## src/verilog/synth_cfg_defines.svh

```systemverilog
// Field positions, latch selects and timing counts of the serial configuration latches
`ifndef SYNTH_CFG_DEFINES_SVH
`define SYNTH_CFG_DEFINES_SVH
`define WORD_BITS 24
`define SEL_CONTROL 2'h0
`define SEL_REFERENCE 2'h1
`define SEL_FEEDBACK 2'h2
`define SEL_TEST 2'h3
`define CTL_PRESCALER_HI 23
`define CTL_PRESCALER_LO 22
`define CTL_PD_QUALIFIER 21
`define CTL_PD_REQUEST 20
`define CTL_PUMP_TWO_HI 19
`define CTL_PUMP_TWO_LO 17
`define CTL_PUMP_ONE_HI 16
`define CTL_PUMP_ONE_LO 14
`define CTL_LEVEL_HI 13
`define CTL_LEVEL_LO 12
`define CTL_MUTE 11
`define CTL_GAIN 10
`define CTL_TRISTATE 9
`define CTL_POLARITY 8
`define CTL_MUX_HI 7
`define CTL_MUX_LO 5
`define CTL_CLEAR 4
`define CTL_CORE_HI 3
`define CTL_CORE_LO 2
`define FB_HALVED_INPUT 23
`define FB_HALVING 22
`define FB_GAIN 21
`define FB_B_HI 20
`define FB_B_LO 8
`define FB_RESERVED 7
`define FB_A_HI 6
`define FB_A_LO 2
`define REF_RESERVED_HI 23
`define REF_RESERVED_LO 22
`define REF_BAND_HI 21
`define REF_BAND_LO 20
`define REF_TEST 19
`define REF_PRECISION 18
`define REF_ABP_HI 17
`define REF_ABP_LO 16
`define REF_COUNT_HI 15
`define REF_COUNT_LO 2
`define SYNC_PD_EDGES 2'h2
`define CTL_RESET 24'h000000
`define FB_RESET 24'h000000
`define REF_RESET 24'h000000
`endif

```

## src/verilog/synth_cfg_pkg.sv

```systemverilog
// Types shared by the serial configuration latches
`default_nettype none
package synth_cfg_pkg;
  typedef struct packed {
    logic [1:0] prescaler;
    logic [2:0] pump_setting_two;
    logic [2:0] pump_setting_one;
    logic [1:0] out_level;
    logic mute_until_locked;
    logic pump_tristate;
    logic detector_polarity;
    logic [2:0] mux_select;
    logic counter_clear;
    logic [1:0] core_current;
  } control_fields_t;
  typedef struct packed {
    logic halved_prescaler_input;
    logic output_halving;
    logic [12:0] b_count;
    logic [4:0] a_count;
  } feedback_fields_t;
  typedef struct packed {
    logic [1:0] band_clock_div;
    logic factory_test_flag;
    logic lock_precision;
    logic [1:0] antibacklash_width;
    logic [13:0] ref_count;
  } reference_fields_t;
  typedef enum logic [2:0] {
    PWR_OFF = 3'h1,
    PWR_ON = 3'h2,
    PWR_SYNC_WAIT = 3'h4
  } power_state_t;
endpackage : synth_cfg_pkg
`default_nettype wire

```

## src/verilog/edge_sync.sv

```systemverilog
// Two-flop synchroniser with rising-edge detect for one pin
`default_nettype none
module edge_sync (
  input wire logic clk,
  input wire logic rst,
  input wire logic pin,
  output logic level,
  output logic rise
);
  logic meta_r;
  logic sync_r;
  logic last_r;
  always_ff @(posedge clk) begin
    if (rst) begin
      meta_r <= 1'b0;
      sync_r <= 1'b0;
      last_r <= 1'b0;
    end else begin
      meta_r <= pin;
      sync_r <= meta_r;
      last_r <= sync_r;
    end
  end
  assign level = sync_r;
  assign rise = sync_r & ~last_r;
endmodule // edge_sync
`default_nettype wire

```

## src/verilog/synth_cfg_latches.sv

```systemverilog
// Serial latch bank and power-down control of the integer-N synthesizer
`default_nettype none
`include "synth_cfg_defines.svh"
module synth_cfg_latches #(
  parameter int WORD_W = `WORD_BITS
) (
  input wire logic CLOCK,
  input wire logic SYS_RST,
  input wire logic SER_CLK,
  input wire logic SER_DATA,
  input wire logic LATCH_STROBE,
  input wire logic CHIP_ENABLE,
  input wire logic REF_DIV_OUT,
  input wire logic LOOP_LOCKED,
  output synth_cfg_pkg::control_fields_t CONTROL_FIELDS,
  output synth_cfg_pkg::feedback_fields_t FEEDBACK_FIELDS,
  output synth_cfg_pkg::reference_fields_t REFERENCE_FIELDS,
  output logic PUMP_GAIN,
  output logic POWERED_DOWN,
  output logic COUNTERS_LOAD,
  output logic PUMP_TRISTATE,
  output logic LOCK_DETECT_CLEAR,
  output logic RF_OUT_ENABLE,
  output logic REF_BUFFER_ENABLE,
  output logic BAND_SELECT_START
);
  logic sclk_rise;
  logic sdata;
  logic strobe_rise;
  logic ce_level;
  logic ref_rise;
  logic lock_level;
  logic [WORD_W-1:0] shift_r;
  logic [WORD_W-1:0] ctl_r;
  logic [WORD_W-1:0] fb_r;
  logic [WORD_W-1:0] ref_r;
  logic gain_r;
  logic [1:0] edge_cnt_r;
  synth_cfg_pkg::power_state_t state_r;
  synth_cfg_pkg::power_state_t state_nxt;
  logic down_nxt;
  logic [1:0] sel;
  logic wr_ctl;
  logic wr_fb;
  logic wr_ref;

  ////////////////////////////////////////////////////////////////////////////
  // Pin synchronisers; serial clock is sampled, not used as a clock
  edge_sync u_sclk (.clk(CLOCK), .rst(SYS_RST), .pin(SER_CLK), .level(), .rise(sclk_rise));
  edge_sync u_sdat (.clk(CLOCK), .rst(SYS_RST), .pin(SER_DATA), .level(sdata), .rise());
  edge_sync u_le (.clk(CLOCK), .rst(SYS_RST), .pin(LATCH_STROBE), .level(), .rise(strobe_rise));
  edge_sync u_ce (.clk(CLOCK), .rst(SYS_RST), .pin(CHIP_ENABLE), .level(ce_level), .rise());
  edge_sync u_ref (.clk(CLOCK), .rst(SYS_RST), .pin(REF_DIV_OUT), .level(), .rise(ref_rise));
  edge_sync u_lock (.clk(CLOCK), .rst(SYS_RST), .pin(LOOP_LOCKED), .level(lock_level), .rise());

  ////////////////////////////////////////////////////////////////////////////
  // Shift register runs in every power state
  always_ff @(posedge CLOCK) begin
    if (SYS_RST) begin
      shift_r <= '0;
    end else if (sclk_rise) begin
      shift_r <= {shift_r[WORD_W-2:0], sdata};
    end
  end

  assign sel = shift_r[1:0];
  assign wr_ctl = strobe_rise && (sel == `SEL_CONTROL);
  assign wr_ref = strobe_rise && (sel == `SEL_REFERENCE);
  assign wr_fb = strobe_rise && (sel == `SEL_FEEDBACK);
  // Test-latch words are dropped: factory use only

  always_ff @(posedge CLOCK) begin
    if (SYS_RST) begin
      ctl_r <= `CTL_RESET;
      fb_r <= `FB_RESET;
      ref_r <= `REF_RESET;
    end else begin
      if (wr_ctl) begin
        ctl_r <= shift_r;
      end
      if (wr_fb) begin
        fb_r <= shift_r;
      end
      if (wr_ref) begin
        ref_r <= shift_r;
      end
    end
  end

  // Last writer through either latch owns the gain bit
  always_ff @(posedge CLOCK) begin
    if (SYS_RST) begin
      gain_r <= 1'b0;
    end else if (wr_ctl) begin
      gain_r <= shift_r[`CTL_GAIN];
    end else if (wr_fb) begin
      gain_r <= shift_r[`FB_GAIN];
    end
  end

  ////////////////////////////////////////////////////////////////////////////
  // Power state: off until a control write with the power-down bit clear, async/sync power-down
  always_comb begin
    state_nxt = state_r;
    if (wr_ctl) begin
      if (!shift_r[`CTL_PD_REQUEST]) begin
        state_nxt = synth_cfg_pkg::PWR_ON;
      end else if (!shift_r[`CTL_PD_QUALIFIER]) begin
        state_nxt = synth_cfg_pkg::PWR_OFF;
        // A sync request while already off leaves the device off
      end else if (state_r != synth_cfg_pkg::PWR_OFF) begin
        state_nxt = synth_cfg_pkg::PWR_SYNC_WAIT;
      end
    end else if (state_r == synth_cfg_pkg::PWR_SYNC_WAIT && ref_rise && edge_cnt_r == `SYNC_PD_EDGES - 2'h1) begin
      state_nxt = synth_cfg_pkg::PWR_OFF;
    end
  end

  always_ff @(posedge CLOCK) begin
    if (SYS_RST) begin
      state_r <= synth_cfg_pkg::PWR_OFF;
    end else begin
      state_r <= state_nxt;
    end
  end

  // Reference edges counted only after the strobe that armed the wait
  // A fresh control strobe restarts the count from its own edge
  always_ff @(posedge CLOCK) begin
    if (SYS_RST) begin
      edge_cnt_r <= 2'h0;
    end else if (wr_ctl || state_nxt != synth_cfg_pkg::PWR_SYNC_WAIT || state_r != synth_cfg_pkg::PWR_SYNC_WAIT) begin
      edge_cnt_r <= 2'h0;
    end else if (ref_rise) begin
      edge_cnt_r <= edge_cnt_r + 2'h1;
    end
  end

  assign down_nxt = (state_nxt == synth_cfg_pkg::PWR_OFF) || !ce_level;

  ////////////////////////////////////////////////////////////////////////////
  // Registered outputs
  // Power-down effects follow the next state, so they land with POWERED_DOWN
  always_ff @(posedge CLOCK) begin
    if (SYS_RST) begin
      POWERED_DOWN <= 1'b1;
      COUNTERS_LOAD <= 1'b1;
      PUMP_TRISTATE <= 1'b1;
      LOCK_DETECT_CLEAR <= 1'b1;
      RF_OUT_ENABLE <= 1'b0;
      REF_BUFFER_ENABLE <= 1'b0;
    end else begin
      POWERED_DOWN <= down_nxt;
      COUNTERS_LOAD <= down_nxt || ctl_r[`CTL_CLEAR];
      PUMP_TRISTATE <= down_nxt || ctl_r[`CTL_TRISTATE];
      LOCK_DETECT_CLEAR <= down_nxt;
      RF_OUT_ENABLE <= !down_nxt && (!ctl_r[`CTL_MUTE] || lock_level);
      REF_BUFFER_ENABLE <= !down_nxt;
    end
  end

  // Band select on a divider write while up; reuse band otherwise
  always_ff @(posedge CLOCK) begin
    if (SYS_RST) begin
      BAND_SELECT_START <= 1'b0;
    end else begin
      BAND_SELECT_START <= wr_fb && !down_nxt;
    end
  end

  ////////////////////////////////////////////////////////////////////////////
  // Field decode; latch contents survive power-down, the load outputs hold counters
  always_ff @(posedge CLOCK) begin
    if (SYS_RST) begin
      CONTROL_FIELDS <= '0;
    end else begin
      CONTROL_FIELDS.prescaler <= ctl_r[`CTL_PRESCALER_HI:`CTL_PRESCALER_LO];
      CONTROL_FIELDS.pump_setting_two <= ctl_r[`CTL_PUMP_TWO_HI:`CTL_PUMP_TWO_LO];
      CONTROL_FIELDS.pump_setting_one <= ctl_r[`CTL_PUMP_ONE_HI:`CTL_PUMP_ONE_LO];
      CONTROL_FIELDS.out_level <= ctl_r[`CTL_LEVEL_HI:`CTL_LEVEL_LO];
      CONTROL_FIELDS.mute_until_locked <= ctl_r[`CTL_MUTE];
      CONTROL_FIELDS.pump_tristate <= ctl_r[`CTL_TRISTATE];
      CONTROL_FIELDS.detector_polarity <= ctl_r[`CTL_POLARITY];
      CONTROL_FIELDS.mux_select <= ctl_r[`CTL_MUX_HI:`CTL_MUX_LO];
      CONTROL_FIELDS.counter_clear <= ctl_r[`CTL_CLEAR];
      CONTROL_FIELDS.core_current <= ctl_r[`CTL_CORE_HI:`CTL_CORE_LO];
    end
  end

  always_ff @(posedge CLOCK) begin
    if (SYS_RST) begin
      FEEDBACK_FIELDS <= '0;
    end else begin
      FEEDBACK_FIELDS.halved_prescaler_input <= fb_r[`FB_HALVED_INPUT];
      FEEDBACK_FIELDS.output_halving <= fb_r[`FB_HALVING];
      FEEDBACK_FIELDS.b_count <= fb_r[`FB_B_HI:`FB_B_LO];
      FEEDBACK_FIELDS.a_count <= fb_r[`FB_A_HI:`FB_A_LO];
    end
  end

  // Reserved bits 23..22 are not passed on
  always_ff @(posedge CLOCK) begin
    if (SYS_RST) begin
      REFERENCE_FIELDS <= '0;
    end else begin
      REFERENCE_FIELDS.band_clock_div <= ref_r[`REF_BAND_HI:`REF_BAND_LO];
      REFERENCE_FIELDS.factory_test_flag <= ref_r[`REF_TEST];
      REFERENCE_FIELDS.lock_precision <= ref_r[`REF_PRECISION];
      REFERENCE_FIELDS.antibacklash_width <= ref_r[`REF_ABP_HI:`REF_ABP_LO];
      REFERENCE_FIELDS.ref_count <= ref_r[`REF_COUNT_HI:`REF_COUNT_LO];
    end
  end

  // Gain lands in the same cycle as the decoded fields, one cycle after the latch
  always_ff @(posedge CLOCK) begin
    if (SYS_RST) begin
      PUMP_GAIN <= 1'b0;
    end else begin
      PUMP_GAIN <= gain_r;
    end
  end
endmodule // synth_cfg_latches
`default_nettype wire

```

## config.mk

```make
export PLATFORM = sky130hd
export DESIGN_NAME = synth_cfg_latches
export DESIGN_NICKNAME = d
export VERILOG_FILES = /design/src/verilog/synth_cfg_pkg.sv /design/src/verilog/edge_sync.sv /design/src/verilog/synth_cfg_latches.sv
export VERILOG_INCLUDE_DIRS = /design/src /design/src/verilog
export SDC_FILE = /design/constraint.sdc
export NUM_CORES = 1
export LEC_CHECK = 0
export ABC_CLOCK_PERIOD_IN_PS = 1500
export BUFFER_PORTS_ARGS = -buffer_cell sky130_fd_sc_hd__buf_2
export CORE_MARGIN = 1
export CORE_UTILIZATION = 56
export DETAILED_ROUTE_END_ITERATION = 16
export GPL_ROUTABILITY_DRIVEN = 0
export GPL_TIMING_DRIVEN = 0
export MAX_ROUTING_LAYER = met4
export PLACE_DENSITY_LB_ADDON = 0.08
export SLEW_MARGIN = 20
export SYNTH_ARGS = -nofsm -noshare
export SYNTH_HDL_FRONTEND = slang
export SYNTH_SLANG_ARGS = --single-unit
```

## constraint.sdc

```tcl
create_clock -name CLOCK -period 1.5 [get_ports CLOCK]
set_input_delay 0.075 -clock CLOCK [delete_from_list [all_inputs] [get_ports CLOCK]]
set_output_delay 0.075 -clock CLOCK [all_outputs]
set_load 0.01 [all_outputs]
```

==> run summary <==
The tools report the number of buffers on the longest clock path as 2. In this run the mean area of a mapped cell was 9.308 um2. The normalized max-slew margin was 0.5758; the largest fanout of any net on the critical path was 10.

The first routing iteration left 195 violations. Via total after detailed routing: 4164. The final global-route overflow total was 0; the post-detailed-route wirelength per cell was 13.77 um. The uppermost layer routed was met4. The post-synthesis register bit count came out at 170. Counting flops with a built-in enable in the synthesized netlist gives 0. The via count of the first global-routing pass was 3812. The biggest area contributor in the post-synthesis netlist is dfxtp_1.

After detailed routing, the wire length on met1 is 5042 um. The max-slew violation total from the final report was 0. The antenna diode count is 0.

IR analysis of the VDD net gives a maximum drop of 0.7803 mV. The first-pass iteration count of the detailed router is 5. The master cell of the clock root buffer was clkbuf_8.

Traced cell by cell, the critical path runs through nor2b_1 -> clkbuf_1 -> clkbuf_2 -> nand2_1 -> a21oi_1. Dividing the detail-routed via count by the number of cells gives 5.053. The number of antenna violations at the first check in global routing was 0. The initial core utilization is 0.5825.

For this design the static power due to leakage is 2.585 nW. For the worst setup path, the data arrival time is 1860 ps. The tree built by TritonCTS fans out to 170 sinks. The non-filler instance count after layout came out at 824. The run gives 1940 ps as the required time of the critical path. Fraction of layout cells with a size suffix above 1: 0.1885. The worst hold path belongs to the class input pin to register.

The first global-routing pass estimated 18170 um of wire. After legalization and detailed placement, the total HPWL measured 7496 um. STA classifies the critical path endpoint as a register. The netlist uses 30 different library cells.

The core footprint was 9284 um2. Top achievable clock speed: 705.2 MHz. Cell with the most instances after synthesis: nand2_1. The logs give 0 for the number of warning messages in the yosys log and 5408 um2 for the cell area after synthesis. The count of buffers added on input and output ports is 74.

The total cell area at the placement stage was 5939 um2. In the detailed route, the total length drawn on met3 is 609 um. The largest single stage delay on the critical path is 370 ps. The detailed route wirelength on metal2 is 5497 um. Counting I/O delays and the setup requirement, the final critical path takes 1418 ps.

The vertical die dimension was 100.3 um. Ranked by instance count, the synthesized netlist is headed by nand2_1, dfxtp_1, a21oi_1, nor2b_1, clkbuf_1. The global router's overall resource usage is 0.2435, and the synthesized net count is 590. The fraction of post-synthesis cell area in the top cell type by area was 0.6293; the area of all placed cells without fillers was 6598 um2.

Summing internal, switching and leakage power gives 8.872 mW. The horizontal die dimension was 100.3 um; the register clock-pin slew on the reported worst setup and hold paths was 60 ps. The number of endpoints with negative hold slack in the final report is 0. The number of placed instances, taps included, is 784. The run finished with clean final reports.

Before CTS, the worst setup slack after placement is -91.09 ps. Entering global routing, the biggest net connects 17 pins. Among all flip-flop cells after synthesis, the most frequent one is dfxtp_1. Yosys attributes the largest share of cell area to dfxtp_1, nand2_1, nor2b_1. TritonCTS built the clock tree. In this run, CTS created clock tree buffers numbering 17. The sequential area share after synthesis is 0.6293. The logs give 11340 um for the total length of routed wires and 0 for the total DRC errors in the routed layout. Setup violations remaining at the end of the flow were counted as 0.

CTS built an H-tree with a depth of 4. The final clock skew was 9.710 ps; the total power per unit cell area was 1345 nW/um2. The top-level port count is 75. The class of the most critical setup path is register to register. Synthesis produced a netlist whose cell count is 581. At the pin with the least slew margin, the transition time is 636.3 ps. The clock reaches the later pin of the worst-skew pair after 520 ps. The number of placement rows is 35, and the ratio of final minimum period to clock period is 0.9453.

The share of synthesized registers carrying an async set or reset was 0; the layout overhead on the synthesized area was 22.00%. Among all stages on the critical path, the largest delay is contributed by dfxtp_1. In this run the remaining antenna-violating nets after routing total 0.

The number of nets in the layout is 691. STA classifies the critical path startpoint as a register. The worst setup slack after layout is 82.03 ps. The floorplan step defined a die boundary enclosing 10050 um2.

The tool flagged a number of max-cap violations equal to 0.
[flip-flops by register name, indices dropped and copies added (netlist names), 2 cells and up]
register	cells
shift_r	24
fb_r	20
FEEDBACK_FIELDS	20
ctl_r	19
ref_r	20
edge_cnt_r	2
REFERENCE_FIELDS	20
state_r	3
CONTROL_FIELDS	19
[cells in the final DEF (no fill, tap or decap), types with 2 or more instances in the layout]
| cell | count |
|---|---|
| a21oi_1 | 87 |
| buf_1 | 4 |
| buf_2 | 85 |
| buf_4 | 3 |
| clkbuf_1 | 17 |
| clkbuf_16 | 16 |
| clkbuf_2 | 6 |
| clkbuf_8 | 2 |
| clkinv_4 | 3 |
| clkinvlp_4 | 3 |
| dfxtp_1 | 170 |
| dlygate4sd3_1 | 7 |
| inv_1 | 3 |
| inv_6 | 2 |
| inv_8 | 3 |
| nand2_1 | 171 |
| nand2b_1 | 6 |
| nand4b_1 | 2 |
| nor2_1 | 4 |
| nor2b_1 | 79 |
| o211ai_1 | 2 |
[cells by family after synthesis]
| family | after synthesis | synth area share |
|---|---|---|
| AO/OA/AOI/OAI | 97 | 0.09533 |
| XOR/XNOR | 1 | 0.001620 |
| adder cells (fa/ha/maj) | 1 | 0.002313 |
| buffers and inverters | 43 | 0.03378 |
| flip-flops | 170 | 0.6293 |
| AND/OR/NAND/NOR | 269 | 0.2376 |
[layer usage]
metal / vias to the layer above / track usage
li1: 2062 / -
met1: 1948 / 0.2953
met2: 133 / 0.3946
met3: 21 / 0.05432
met4: 0 / 0.09810
met5: - / -
[worst max-delay path: cells and delay by family (launching register included)]
family,cells,cell delay (ps)
buf+inv,2,560
flops,1,370
compound gates,1,160
simple gates,2,260
[layout make-up]
cell class	instances	area [um2]
Tap cell	129	161.4
Fill cell	719	2686
Buffer	39	175.2
Timing Repair Buffer	82	447.9
Multi-Input combinational cell	368	1828
Clock buffer	19	431.7
Inverter	4	15.01
Sequential cell	170	3403
Clock inverter	13	135.1
[timing repair]
| action | 4_1_cts | 5_1_grt |
|---|---|---|
| resized for setup | 0 | 13 |
| endpoints found under the hold margin | 12 | 0 |
| hold buffers | 7 | 0 |
| setup buffers | 0 | 1 |
| endpoints found under the setup margin | 0 | 45 |
[per-stage QoR]
stage          utilization  hold WS, ps  TNS (ps)
2_1_floorplan            -        203.2         0
3_3_place_gp        0.6398        282.6     -5817
3_5_place_dp        0.6398        287.9     -2821
4_1_cts             0.7084        191.3         0
5_1_grt             0.7106        244.6    -68.32
6_report            0.7106        190.7         0
[report_power, final]
part	leakage (nW)	switching (mW)	internal (mW)
clock network	0.271	1.82	2.29
registers	1.37	0.0126	4.54
logic	0.942	0.140	0.0649
total	2.59	1.98	6.90
[path summary, 6_finish.rpt]
kind	start	to	slack, ps	cells after the start
setup reg to reg	u_sclk.level	shift_r[20]	80	5
hold / removal	SYS_RST	edge_cnt_r[0]	190	5
hold reg to reg	u_sclk.meta_r	u_sclk.level	440	1
setup / recovery	u_sclk.level	shift_r[20]	80	5
Power figures use the tool's default switching activity.
